`config.mk`:
```
export PLATFORM = sky130hd
export DESIGN_NAME = sprc_run_control
export DESIGN_NICKNAME = d
export VERILOG_FILES = /design/src/hw/sprc_pkg.sv /design/src/hw/sprc_baud_gen.sv /design/src/hw/sprc_run_control.sv
export SDC_FILE = /design/constraint.sdc
export NUM_CORES = 1
export LEC_CHECK = 0
export BUFFER_PORTS_ARGS = -buffer_cell sky130_fd_sc_hd__buf_2
export CAP_MARGIN = 20
export CORE_AREA = 2 2 94 96
export DETAILED_ROUTE_END_ITERATION = 10
export DIE_AREA = 0 0 96 98
export GPL_ROUTABILITY_DRIVEN = 0
export MAX_ROUTING_LAYER = met4
export PLACE_DENSITY = 0.89
export SLEW_MARGIN = 20
export SYNTH_ARGS = -nofsm -noshare
export SYNTH_HDL_FRONTEND = slang
export SYNTH_SLANG_ARGS = --single-unit
```
`constraint.sdc`:
```
create_clock -name pclk -period 3 [get_ports pclk]
set_input_delay 0.6 -clock pclk [delete_from_list [all_inputs] [get_ports pclk]]
set_output_delay 0.6 -clock pclk [all_outputs]
set_load 0.03 [all_outputs]
```
`src/hw/sprc_pkg.sv`:
```
// Shared constants for the serial port run control block
package sprc_pkg;
    // Register byte addresses
    localparam logic [7:0] ADDR_RUN_CONTROL = 8'h00;
    localparam logic [7:0] ADDR_MODE = 8'h04;
    localparam logic [7:0] ADDR_WATERMARK = 8'h08;
    localparam logic [7:0] ADDR_EVENT_STATUS = 8'h0c;
    localparam logic [7:0] ADDR_EVENT_MASK = 8'h10;
    localparam logic [7:0] ADDR_LINK_STATE = 8'h14;

    // Run control field positions
    localparam int BIT_SCK_OUT_EN = 15;
    localparam int BIT_FS_OUT_EN = 14;
    localparam int BIT_TX_EN = 9;
    localparam int BIT_RX_EN = 8;
    localparam int BIT_TX_RESET = 1;
    localparam int BIT_RX_RESET = 0;
    localparam logic [15:0] RUN_CONTROL_RESET = 16'h0000;

    // Mode register fields
    localparam int BIT_MASTER = 0;
    localparam int FLEN_LSB = 4;
    localparam int FLEN_W = 3;
    localparam int DIV_LSB = 8;
    localparam int DIV_W = 8;
    localparam logic [15:0] MODE_RESET = 16'h0100;
    localparam logic [2:0] FLEN_MAX = 3'h5;

    // Watermark register fields
    localparam int TXWM_LSB = 0;
    localparam int RXWM_LSB = 8;
    localparam int WM_W = 5;
    localparam logic [15:0] WATERMARK_RESET = 16'h0100;

    // Event bits shared by status and mask
    localparam int EV_TX_START = 0;
    localparam int EV_RX_START = 1;
    localparam int EV_FRAME = 2;
    localparam int EV_W = 3;

    // Link state bits
    localparam int ST_TX_ACTIVE = 0;
    localparam int ST_RX_ACTIVE = 1;
    localparam int ST_TX_REQ = 2;
    localparam int ST_RX_REQ = 3;
    localparam int ST_FS_LEVEL = 4;

    // Shortest frame in bit clocks
    localparam logic [8:0] FRAME_BITS_MIN = 9'h008;
endpackage : sprc_pkg

```
`src/hw/sprc_baud_gen.sv`:
```
`timescale 1ns/1ns
`default_nettype none
// Serial clock divider, restartable from a known phase
module sprc_baud_gen #(
    parameter int DIV_W = 8
) (
    // Clock and reset
    input wire logic pclk,
    input wire logic presetn,
    // Control
    input wire logic run,
    input wire logic restart,
    input wire logic [DIV_W-1:0] half_period,
    // Generated clock
    output logic sck,
    output logic rise_tick
);
    logic [DIV_W-1:0] cnt;
    logic [DIV_W-1:0] next_cnt;
    logic next_sck;
    logic next_rise_tick;

    initial begin
        if (DIV_W < 1 || DIV_W > 16) begin
            $error("sprc_baud_gen: DIV_W out of range");
        end
    end

    // Count half periods and toggle the clock
    always_comb begin
        next_cnt = cnt;
        next_sck = sck;
        next_rise_tick = 1'b0;
        if (restart || !run) begin
            next_cnt = '0;
            next_sck = 1'b0;
        end else if (cnt >= half_period) begin
            next_cnt = '0;
            next_sck = !sck;
            next_rise_tick = !sck;
        end else begin
            next_cnt = cnt + 1'b1;
        end
    end

    // Divider state
    always_ff @(posedge pclk or negedge presetn) begin
        if (!presetn) begin
            cnt <= '0;
            sck <= 1'b0;
            rise_tick <= 1'b0;
        end else begin
            cnt <= next_cnt;
            sck <= next_sck;
            rise_tick <= next_rise_tick;
        end
    end
endmodule // sprc_baud_gen
`default_nettype wire

```
`src/hw/sprc_run_control.sv`:
```
// How it works
// - Serial clock enable low in master mode holds the clock pin at 0.
// - Setting the serial clock enable restarts the baud generator.
// - Serial clock enable high in master mode drives the generated clock on the pin.
// - Frame sync enable low in master mode holds the sync pin at 0.
// - Setting the frame sync enable restarts the frame counter.
// - Module stop clears clock, sync, transmit and receive enables.
// - Reserved control bits read 0; software writes 0 to them.
// - Transmit enable bit 9 lets data leave the transmit pin.
// - Transmit and receive enables act at the next frame sync rise.
// - Active transmit raises requests by watermark, sends once data present.
// - Receive enable bit 8 lets the receive pin be sampled.
// - Active receive raises requests by watermark as data arrives.
// - Transmit reset clears transmit enable.
// - Receive reset clears receive enable.
// - Transmit reset forces transmit pin high and clears transmit state.
// - Receive reset stops reception at once and clears receive state.
//
// Chosen here: the APB register port and the register offsets.
`timescale 1ns/1ns
`default_nettype none
module sprc_run_control #(
    parameter int LEVEL_W = 5
) (
    // Clock and reset
    input wire logic pclk,
    input wire logic presetn,
    // APB slave
    input wire logic psel,
    input wire logic penable,
    input wire logic pwrite,
    input wire logic [7:0] paddr,
    input wire logic [31:0] pwdata,
    output logic [31:0] prdata,
    output logic pready,
    output logic pslverr,
    // Power management
    input wire logic module_stop,
    // Serial pins
    output logic serial_clock_pin,
    output logic serial_clock_pin_oe,
    output logic frame_sync_pin,
    output logic frame_sync_pin_oe,
    input wire logic frame_sync_in,
    output logic serial_transmit_pin,
    input wire logic serial_receive_pin,
    // Shifter and FIFO side
    input wire logic tx_shift_bit,
    input wire logic [LEVEL_W-1:0] tx_fifo_level,
    input wire logic [LEVEL_W-1:0] rx_fifo_level,
    output logic tx_transfer_req,
    output logic rx_transfer_req,
    output logic tx_reset_out,
    output logic rx_reset_out,
    output logic rx_sample_enable,
    output logic rx_bit,
    output logic bit_tick,
    // Interrupt
    output logic irq
);
    initial begin
        if (LEVEL_W < 1 || LEVEL_W > sprc_pkg::WM_W) begin
            $error("sprc_run_control: LEVEL_W out of range");
        end
    end

    // Register state
    logic [15:0] run_control;
    logic [15:0] mode;
    logic [15:0] watermark;
    logic [sprc_pkg::EV_W-1:0] ev_status;
    logic [sprc_pkg::EV_W-1:0] ev_mask;
    logic [31:0] next_prdata;
    logic [15:0] next_run_control;
    logic [15:0] next_mode;
    logic [15:0] next_watermark;
    logic [sprc_pkg::EV_W-1:0] next_ev_status;
    logic [sprc_pkg::EV_W-1:0] next_ev_mask;

    // Link state
    logic [7:0] bit_cnt;
    logic [7:0] next_bit_cnt;
    logic fs_master;
    logic next_fs_master;
    logic fs_seen;
    logic next_fs_seen;
    logic tx_active;
    logic next_tx_active;
    logic rx_active;
    logic next_rx_active;
    logic [2:0] fs_sync;
    logic [2:0] next_fs_sync;
    logic fs_slave;
    logic next_fs_slave;
    logic [2:0] rx_sync;
    logic [2:0] next_rx_sync;
    logic next_rx_bit;
    logic tx_pin;
    logic next_tx_pin;

    // Decoded fields
    logic is_master;
    logic sck_en;
    logic fs_en;
    logic tx_en;
    logic rx_en;
    logic tx_rst;
    logic rx_rst;
    logic [7:0] half_period;
    logic [2:0] flen;
    logic [7:0] last_bit;
    logic [LEVEL_W-1:0] tx_wm;
    logic [LEVEL_W-1:0] rx_wm;
    logic wr_access;
    logic rd_setup;
    logic mapped;
    logic sck_en_rise;
    logic fs_en_rise;
    logic baud_sck;
    logic baud_tick;
    logic fs_level;
    logic frame_start;
    logic [sprc_pkg::EV_W-1:0] ev_set;
    logic [8:0] frame_bits;

    assign is_master = mode[sprc_pkg::BIT_MASTER];
    assign sck_en = run_control[sprc_pkg::BIT_SCK_OUT_EN];
    assign fs_en = run_control[sprc_pkg::BIT_FS_OUT_EN];
    assign tx_en = run_control[sprc_pkg::BIT_TX_EN];
    assign rx_en = run_control[sprc_pkg::BIT_RX_EN];
    assign tx_rst = run_control[sprc_pkg::BIT_TX_RESET];
    assign rx_rst = run_control[sprc_pkg::BIT_RX_RESET];
    assign half_period = mode[sprc_pkg::DIV_LSB +: sprc_pkg::DIV_W];
    assign flen = mode[sprc_pkg::FLEN_LSB +: sprc_pkg::FLEN_W];
    assign tx_wm = watermark[sprc_pkg::TXWM_LSB +: LEVEL_W];
    assign rx_wm = watermark[sprc_pkg::RXWM_LSB +: LEVEL_W];

    // Frame length in bit clocks, clipped to the longest frame
    always_comb begin
        if (flen > sprc_pkg::FLEN_MAX) begin
            frame_bits = sprc_pkg::FRAME_BITS_MIN << sprc_pkg::FLEN_MAX;
        end else begin
            frame_bits = sprc_pkg::FRAME_BITS_MIN << flen;
        end
        last_bit = 8'(frame_bits - 9'h001);
    end

    // APB decode; zero wait states
    assign pready = 1'b1;
    assign wr_access = psel && penable && pwrite;
    assign rd_setup = psel && !penable && !pwrite;
    always_comb begin
        case (paddr)
            sprc_pkg::ADDR_RUN_CONTROL,
            sprc_pkg::ADDR_MODE,
            sprc_pkg::ADDR_WATERMARK,
            sprc_pkg::ADDR_EVENT_STATUS,
            sprc_pkg::ADDR_EVENT_MASK,
            sprc_pkg::ADDR_LINK_STATE: mapped = 1'b1;
            default: mapped = 1'b0;
        endcase
    end
    assign pslverr = psel && penable && !mapped;

    // Enable edges written by software
    assign sck_en_rise = wr_access && (paddr == sprc_pkg::ADDR_RUN_CONTROL)
        && pwdata[sprc_pkg::BIT_SCK_OUT_EN] && !sck_en && !module_stop;
    assign fs_en_rise = wr_access && (paddr == sprc_pkg::ADDR_RUN_CONTROL)
        && pwdata[sprc_pkg::BIT_FS_OUT_EN] && !fs_en && !module_stop;

    // Baud rate generator, runs only when the clock output is enabled
    sprc_baud_gen #(
        .DIV_W(sprc_pkg::DIV_W)
    ) u_baud (
        .pclk(pclk),
        .presetn(presetn),
        .run(is_master && sck_en),
        .restart(sck_en_rise),
        .half_period(half_period),
        .sck(baud_sck),
        .rise_tick(baud_tick)
    );

    // Frame sync level and frame boundary; slave takes the input pin
    assign fs_level = is_master ? fs_master : fs_slave;
    assign frame_start = fs_level && !fs_seen;
    assign ev_set = {frame_start,
                     frame_start && rx_en && !rx_active && !rx_rst,
                     frame_start && tx_en && !tx_active && !tx_rst};

    // Register file next values
    always_comb begin
        next_run_control = run_control;
        next_mode = mode;
        next_watermark = watermark;
        next_ev_mask = ev_mask;
        next_ev_status = ev_status;
        next_prdata = prdata;
        if (wr_access) begin
            case (paddr)
                sprc_pkg::ADDR_RUN_CONTROL: begin
                    next_run_control = '0;
                    next_run_control[sprc_pkg::BIT_SCK_OUT_EN] = pwdata[sprc_pkg::BIT_SCK_OUT_EN];
                    next_run_control[sprc_pkg::BIT_FS_OUT_EN] = pwdata[sprc_pkg::BIT_FS_OUT_EN];
                    next_run_control[sprc_pkg::BIT_TX_EN] = pwdata[sprc_pkg::BIT_TX_EN];
                    next_run_control[sprc_pkg::BIT_RX_EN] = pwdata[sprc_pkg::BIT_RX_EN];
                    next_run_control[sprc_pkg::BIT_TX_RESET] = pwdata[sprc_pkg::BIT_TX_RESET];
                    next_run_control[sprc_pkg::BIT_RX_RESET] = pwdata[sprc_pkg::BIT_RX_RESET];
                end
                sprc_pkg::ADDR_MODE: begin
                    next_mode = '0;
                    next_mode[sprc_pkg::BIT_MASTER] = pwdata[sprc_pkg::BIT_MASTER];
                    next_mode[sprc_pkg::FLEN_LSB +: sprc_pkg::FLEN_W] =
                        pwdata[sprc_pkg::FLEN_LSB +: sprc_pkg::FLEN_W];
                    next_mode[sprc_pkg::DIV_LSB +: sprc_pkg::DIV_W] =
                        pwdata[sprc_pkg::DIV_LSB +: sprc_pkg::DIV_W];
                end
                sprc_pkg::ADDR_WATERMARK: begin
                    next_watermark = '0;
                    next_watermark[sprc_pkg::TXWM_LSB +: LEVEL_W] =
                        pwdata[sprc_pkg::TXWM_LSB +: LEVEL_W];
                    next_watermark[sprc_pkg::RXWM_LSB +: LEVEL_W] =
                        pwdata[sprc_pkg::RXWM_LSB +: LEVEL_W];
                end
                sprc_pkg::ADDR_EVENT_STATUS: begin
                    next_ev_status = ev_status & ~pwdata[sprc_pkg::EV_W-1:0];
                end
                sprc_pkg::ADDR_EVENT_MASK: begin
                    next_ev_mask = pwdata[sprc_pkg::EV_W-1:0];
                end
                default: begin
                    next_mode = mode;
                end
            endcase
        end
        // Hardware events win over a clear in the same cycle
        next_ev_status = next_ev_status | ev_set;
        // Resets clear their own enables
        if (next_run_control[sprc_pkg::BIT_TX_RESET]) begin
            next_run_control[sprc_pkg::BIT_TX_EN] = 1'b0;
        end
        if (next_run_control[sprc_pkg::BIT_RX_RESET]) begin
            next_run_control[sprc_pkg::BIT_RX_EN] = 1'b0;
        end
        if (module_stop) begin
            next_run_control[sprc_pkg::BIT_SCK_OUT_EN] = 1'b0;
            next_run_control[sprc_pkg::BIT_FS_OUT_EN] = 1'b0;
            next_run_control[sprc_pkg::BIT_TX_EN] = 1'b0;
            next_run_control[sprc_pkg::BIT_RX_EN] = 1'b0;
        end
        // Read data captured in the setup phase
        if (rd_setup) begin
            next_prdata = '0;
            case (paddr)
                sprc_pkg::ADDR_RUN_CONTROL: next_prdata[15:0] = run_control;
                sprc_pkg::ADDR_MODE: next_prdata[15:0] = mode;
                sprc_pkg::ADDR_WATERMARK: next_prdata[15:0] = watermark;
                sprc_pkg::ADDR_EVENT_STATUS: next_prdata[sprc_pkg::EV_W-1:0] = ev_status;
                sprc_pkg::ADDR_EVENT_MASK: next_prdata[sprc_pkg::EV_W-1:0] = ev_mask;
                sprc_pkg::ADDR_LINK_STATE: begin
                    next_prdata[sprc_pkg::ST_TX_ACTIVE] = tx_active;
                    next_prdata[sprc_pkg::ST_RX_ACTIVE] = rx_active;
                    next_prdata[sprc_pkg::ST_TX_REQ] = tx_transfer_req;
                    next_prdata[sprc_pkg::ST_RX_REQ] = rx_transfer_req;
                    next_prdata[sprc_pkg::ST_FS_LEVEL] = fs_level;
                end
                default: next_prdata = '0;
            endcase
        end
    end

    // Register file storage
    always_ff @(posedge pclk or negedge presetn) begin
        if (!presetn) begin
            run_control <= sprc_pkg::RUN_CONTROL_RESET;
            mode <= sprc_pkg::MODE_RESET;
            watermark <= sprc_pkg::WATERMARK_RESET;
            ev_status <= '0;
            ev_mask <= '0;
            prdata <= '0;
        end else begin
            run_control <= next_run_control;
            mode <= next_mode;
            watermark <= next_watermark;
            ev_status <= next_ev_status;
            ev_mask <= next_ev_mask;
            prdata <= next_prdata;
        end
    end

    // Frame counter, pin synchronisers and run state next values
    always_comb begin
        next_bit_cnt = bit_cnt;
        next_fs_master = fs_master;
        next_fs_seen = fs_level;
        next_tx_active = tx_active;
        next_rx_active = rx_active;
        next_fs_sync = {fs_sync[1:0], frame_sync_in};
        next_rx_sync = {rx_sync[1:0], serial_receive_pin};
        next_fs_slave = fs_slave;
        next_rx_bit = rx_bit;
        if (fs_sync[1] == fs_sync[2]) begin
            next_fs_slave = fs_sync[2];
        end
        if (rx_sync[1] == rx_sync[2]) begin
            next_rx_bit = rx_sync[2];
        end
        if (fs_en_rise || !fs_en) begin
            next_bit_cnt = '0;
            next_fs_master = 1'b0;
        end else if (baud_tick) begin
            next_fs_master = (bit_cnt == 8'h00);
            next_bit_cnt = (bit_cnt >= last_bit) ? 8'h00 : bit_cnt + 8'h01;
        end
        if (frame_start) begin
            next_tx_active = tx_en;
            next_rx_active = rx_en;
        end
        if (tx_rst || module_stop) begin
            next_tx_active = 1'b0;
        end
        if (rx_rst || module_stop) begin
            next_rx_active = 1'b0;
        end
        // Idle and reset both hold the line high
        if (tx_rst || !tx_active || tx_fifo_level == '0) begin
            next_tx_pin = 1'b1;
        end else begin
            next_tx_pin = tx_shift_bit;
        end
    end

    // Link state storage
    always_ff @(posedge pclk or negedge presetn) begin
        if (!presetn) begin
            bit_cnt <= '0;
            fs_master <= 1'b0;
            fs_seen <= 1'b0;
            tx_active <= 1'b0;
            rx_active <= 1'b0;
            fs_sync <= '0;
            fs_slave <= 1'b0;
            rx_sync <= '0;
            rx_bit <= 1'b0;
            tx_pin <= 1'b1;
        end else begin
            bit_cnt <= next_bit_cnt;
            fs_master <= next_fs_master;
            fs_seen <= next_fs_seen;
            tx_active <= next_tx_active;
            rx_active <= next_rx_active;
            fs_sync <= next_fs_sync;
            fs_slave <= next_fs_slave;
            rx_sync <= next_rx_sync;
            rx_bit <= next_rx_bit;
            tx_pin <= next_tx_pin;
        end
    end

    // Pins: output enables track master mode
    assign serial_clock_pin_oe = is_master;
    assign frame_sync_pin_oe = is_master;
    assign serial_clock_pin = is_master && sck_en && baud_sck;
    assign frame_sync_pin = is_master && fs_en && fs_master;
    assign serial_transmit_pin = tx_rst ? 1'b1 : tx_pin;
    assign bit_tick = baud_tick;

    // Transfer requests and reset strobes toward the FIFO logic
    assign tx_transfer_req = tx_active && !tx_rst && (tx_fifo_level <= tx_wm);
    assign rx_transfer_req = rx_active && !rx_rst && (rx_fifo_level != '0)
        && (rx_fifo_level >= rx_wm);
    assign rx_sample_enable = rx_active && rx_en && !rx_rst;
    assign tx_reset_out = tx_rst;
    assign rx_reset_out = rx_rst;

    // Interrupt: any unmasked sticky event
    assign irq = |(ev_status & ev_mask);
endmodule // sprc_run_control
`default_nettype wire

```
# [Word level (Yosys, flattened, before mapping)]
# Cells that the tools add are included.
[op_classes] addsub=3 mux=31 reduce_logical=71 magnitude_cmp=5 n_shift=1 n_bitwise=4 eq_ne=7
[ops] cell="$mux 8" n=6
[ops] cell="$pmux 11 s3" n=1
[ops] cell="$mux 16" n=2
[ops] cell="$logic_and 1x1->1" n=30
[ops] cell="$pmux 3 s6" n=1
[ops] cell="$add 8x1->8 const B" n=2
[ops] cell="$eq 8x4->1 const B" n=2
[ops] cell="$eq 8x5->1 const B" n=2
[ops] cell="$ge 8x8->1" n=2
[ops] cell="$logic_not 8->1" n=2
[ops] cell="$mux 1" n=16
[ops] cell="$logic_not 1->1" n=13
[ops] cell="$reduce_and 2->1" n=6
[ops] cell="$reduce_bool 2->1" n=6
[ops] cell="$reduce_bool 3->1" n=4
[ops] cell="$eq 8x3->1 const B" n=1
[ops] cell="$shl 4x3->8 const A" n=1
[ops] cell="$sub 8x1->8 const B" n=1
[ops] cell="$and 3x3->3" n=2
[ops] cell="$logic_or 1x1->1" n=6
[ops] cell="$mux 3" n=2
[ops] cell="$pmux 2 s3" n=1
[ops] cell="$reduce_or 6->1" n=1
[ops] cell="$ge 5x5->1" n=1
[ops] cell="9 further kinds" n=11
[word_totals] out_inout_bits=47 elab_cells=144 reg_bits=81 inputBits=59

# [Depth between registers and ports, before layout]
[logic_depth] ltp_word=8 ltp_mapped=12 depth_no_buf=12

# [Modules after synthesis]
# Synthesis repeated with hierarchy kept, for this count alone.
[unflattened] hier_cells=434 hier_area_um2=4593.2
[by_module_without_submodules] module="sprc_run_control" cells_each=364 area_each_um2=3881.2 seq_area_each_um2=1755.4 instances=1
[by_module_without_submodules] module="sprc_baud_gen" cells_each=70 area_each_um2=711.9 seq_area_each_um2=250.2 instances=1

# [Least setup slack after synthesis]
# OpenSTA, ideal clock, no wires.
[synth_timing] path_kind="reg-to-reg" from="register mode[4]" to="register bit_cnt[2]" path_buffers=0 path_stages_with_launch=12 arrival_time_ns=2.208 path_slack_ns=0.661 setup_ns=0.131 required_time_ns=2.869 period_less_slack_ns=2.339 cell_sequence="dfrtp_1 or3_1 ha_1 nor3_1 a21o_1 a21oi_1 ha_1 nand4_1 o21ai_0 a21oi_1 nor2_1 nor2_1"
[synth_between] elab_chain_len=7 elab_cells_between_ends=8 cone_classes="add/sub: 1; order compare: 2; shift: 1; mux: 4"
[synth_lines] element="start: declaration" line="sprc_run_control.sv:69" text="logic [15:0] mode;"
[synth_lines] element="start signal: assignment" line="sprc_run_control.sv:276" text="mode <= sprc_pkg::MODE_RESET;"
[synth_lines] element="start signal: assignment" line="sprc_run_control.sv:283" text="mode <= next_mode;"
[synth_lines] element="$gt 3x3->1 or $shl 4x3->8 (tied branches)" line="sprc_run_control.sv:140, sprc_run_control.sv:143"
[synth_lines] element="$mux 8 (*)" line="sprc_run_control.sv:140" text="if (flen > sprc_pkg::FLEN_MAX) begin"
[synth_lines] element="$sub 8x1->8 (*)" line="sprc_run_control.sv:145" text="last_bit = 8'(frame_bits - 9'h001);"
[synth_lines] element="$ge 8x8->1 (*)" line="sprc_run_control.sv:313" text="next_bit_cnt = (bit_cnt >= last_bit) ? 8'h00 : bit_cnt + 8'h01;"
[synth_lines] element="$mux 8 (*)" line="sprc_run_control.sv:313"
[synth_lines] element="$mux 8 (*)" line="sprc_run_control.sv:311" text="end else if (baud_tick) begin"
[synth_lines] element="$mux 8 (*)" line="sprc_run_control.sv:308" text="if (fs_en_rise || !fs_en) begin"
[synth_lines] element="end signal: assignment" line="sprc_run_control.sv:347" text="bit_cnt <= next_bit_cnt;"
[synth_lines] element="end: declaration" line="sprc_run_control.sv:81" text="logic [7:0] bit_cnt;"
# Every way passes the cells marked *; elsewhere a longest branch is shown, timed or not. The select of a mux whose other input is x is not followed.
# A chain may end at the register's enable or synchronous reset.

# [Final worst setup path]
[layout_timing] from="register mode[4]" to="register bit_cnt[3]"
# Same word-level chain as after synthesis.

==> reports/metrics.csv <==
metric,value,unit
die_h,98,µm
grt_max_degree,81,
final_hold_viol_count,0,
clock_sinks,80,
cts_max_path_buffers,2,
wire_per_inst,16.0,µm
initial_core_util,51.8,%
ff_latch_area,0.00201,mm²
critPathRequiredTime,3.22,ns
powerDensity,420,mW/mm²
syn_inst,432,
hold_start,serial_receive_pin,
tightestPinTransition,0.958,ns
root_buffer,clkbuf_8,
ios,106,
slew_headroom,36.2,%
worst-path-max-fanout,7,
rr_endpoint,bit_cnt[3],
start_kind,register,
reg2reg_setup_slack,0.27,ns
synth_edf_count,0,
num_rows,34,
top_usage_layer,met2,
layout.nets,589,
yosys_register_bits,80,
p_sw,531,µW
synthDistinctLibCells,57,
cts_setup_buffers,0,
htreeDepth,3,
antenna_found_initial,0,
r2r_cells,11,
whs_endpoint,rx_sync[0],
hold_path_class,primary input to register,
synth_ff_type,dfrtp_1,
overflow,0,
cts_resized,0,
p_leak,2.41,nW
num_vias,3522,
clk_pin_slew,0.08,ns
routed_wl,9860,µm
max-cap-violations,0,
worst_hold_slack,0.346,ns
setup_tns,0,ns
grtUsageTotal,23.3,%
io_buffers,70,
clock_skew,0.0119,ns
synth_area_per_cell,10.1,µm²
yosysWarnings,0,
rsz0062_at_grt,no,
seqPwrFrac,52.8,%
gr-usage-met2,35.2,%
postRouteAntennaNets,0,
total_power,2.09,mW
firstDrtPassIters,5,
worstHoldPathCells,1,
r2r-start,mode[4],
p_int,1.55,mW
use_met3,4.09,%
async_flop_share,100,%
antenna_cells,0,
clkPwrFrac,38.3,%
drc,0,
grt_pass1_vias,3469,
dp_hpwl,7380,µm
multi_input_area,0.00213,mm²
combPwrFrac,8.9,%
drt_iter0_markers,193,
die-area,0.00941,mm²
cts_tree,done,
fin_crit,2.73,ns
peakVddDrop,0.000231,V
finalSetupViolCount,0,
crit_path_end_kind,register,
hold_buffers,0,
synth-seq-area-share,45.8,%
max_freq,366,MHz
clk_latency,0.35,ns
coreArea,0.00847,mm²
drive_gt1_share,25.2,%
vias_per_cell,5.72,
grt_use_met1,30.8,%
syn_area,0.00438,mm²
critPathKind,register to register,
status,finished clean,
switching_share,25.4,%
die_w,96,µm
grt_first_pass_wirelength,16600,µm
period_share,91.1,%
area_growth,13.2,%
worstPathArrival,2.95,ns
slew_viol_final,0,
cts_made_buffers,9,
fillerInstances,688,
## area by class of cell
type | instances | area share, %
multi-input combinational | 309 | 42.9
sequential | 80 | 40.4
timing repair buffer | 74 | 7.72
clock buffer | 11 | 2.85
tap | 108 | 2.72
inverter | 29 | 2.19
clock inverter | 5 | 1.14
## worst max-delay path: stages, from the launching register on
cell and delay [ns]:
dfrtp_1 0.46, or3_1 0.42, ha_1 0.25, nor3_1 0.19
a21o_1 0.12, a21oi_1 0.07, ha_1 0.31, nand4_1 0.09
o21ai_0 0.16, a21oi_1 0.10, nor2_1 0.32, nor2_1 0.10
## layer usage
metal | up-vias | share of wire (%)
met3 | 34 | 7.0
met5 | - | 0
met4 | 0 | 2.9
met1 | 1703 | 42
met2 | 157 | 48
li1 | 1628 | -
## registers in the layout (all words and copies together), names as in the netlist, 3 cells and up
name         cells
prdata          15
mode            12
watermark       10
bit_cnt          8
u_baud.cnt       8
run_control      6
ev_mask          3
ev_status        3
fs_sync          3
rx_sync          3
## cells by family (layout without fill, tap and decap cells)
kind of cell,Yosys count,after routing,share of synthesized area (%)
xor+xnor,13,13,2.60
buf+inv,59,119,7.02
other cells,2,18,0.171
simple gates,143,143,16.6
mux,35,35,8.79
compound gates,71,71,10.9
fa+ha+maj,29,29,8.16
flops,80,80,45.8
## power groups by stage
stage	registers [mW]	clock network (mW)	logic (mW)
after floorplan	1.12	0	0.118
after global placement	1.12	0	0.177
after detailed placement	1.12	0	0.185
after CTS	1.10	0.799	0.186
after global routing	1.10	0.853	0.206
final	1.10	0.798	0.186
## cells in the final DEF (no fill, tap or decap), types with 7 or more instances in the layout
master    synthesis  final
o21ai_0          12     12
nor2b_1           8      8
mux2i_1           7      7
and3_1            8      8
nor2_1           32     32
dfrtp_1          77     77
a21oi_1          16     16
conb_1            2     18
mux2_2           28     28
nor3_1            7      7
clkbuf_8          1     10
a21o_1            7      7
xor2_1            8      8
inv_1            29     29
nand2_1          39     39
ha_1             27     27
buf_2             1     69
nand3_1          17     17
## through the flow
stage	utilization [%]	instance area, µm²	cells	setup slack (ns)
2_1_floorplan	-	4440	448	0.661
3_3_place_gp	56.3	4760	600	0.436
3_5_place_dp	56.3	4760	600	0.296
4_1_cts	58.6	4960	616	0.278
5_1_grt	58.6	4960	616	0.0880
6_report	58.6	4960	616	0.266
## how the worst max path moves through the flow
stage                  start  depth (start not counted)            to  slack (ns)
floorplan            mode[4]                         11    bit_cnt[2]        0.66
global placement    paddr[1]                          5  watermark[3]        0.44
detailed placement   mode[4]                         11    bit_cnt[3]        0.30
CTS                  mode[4]                         11    bit_cnt[3]        0.28
global route         mode[4]                         11    bit_cnt[3]        0.09
finish               mode[4]                         11    bit_cnt[3]        0.27
## cells in the mapped netlist, drive strengths merged (2+ instances only)
library cell,n,share of area (%)
dfrtp,77,44
buf,21,3.5
nand2b,4,0.57
inv,29,2.5
o21ai,12,1.4
or4,2,0.43
a32o,2,0.46
o211ai,3,0.51
or3,3,0.46
conb,2,0.17
o21a,2,0.34
and2,3,0.43
a31oi,5,0.71
nand3,17,1.9
a21o,7,1.2
o41ai,2,0.40
a211o,2,0.40
nor3,7,0.80
nand4b,2,0.40
nor3b,2,0.34
nand2,41,3.7
xnor2,5,1.0
o31ai,5,0.86
clkbuf,9,1.0
a21oi,16,1.8
mux2,28,7.2
mux2i,7,1.6
dfstp,3,1.8
nor4,6,1.2
maj3,2,0.46
xor2,8,1.6
a22oi,5,0.86
nor2b,8,1.1
nor2,32,2.7
and3,9,1.3
nand4,5,0.71
ha,27,7.7
Note: power is estimated with default switching activity, not from simulation.
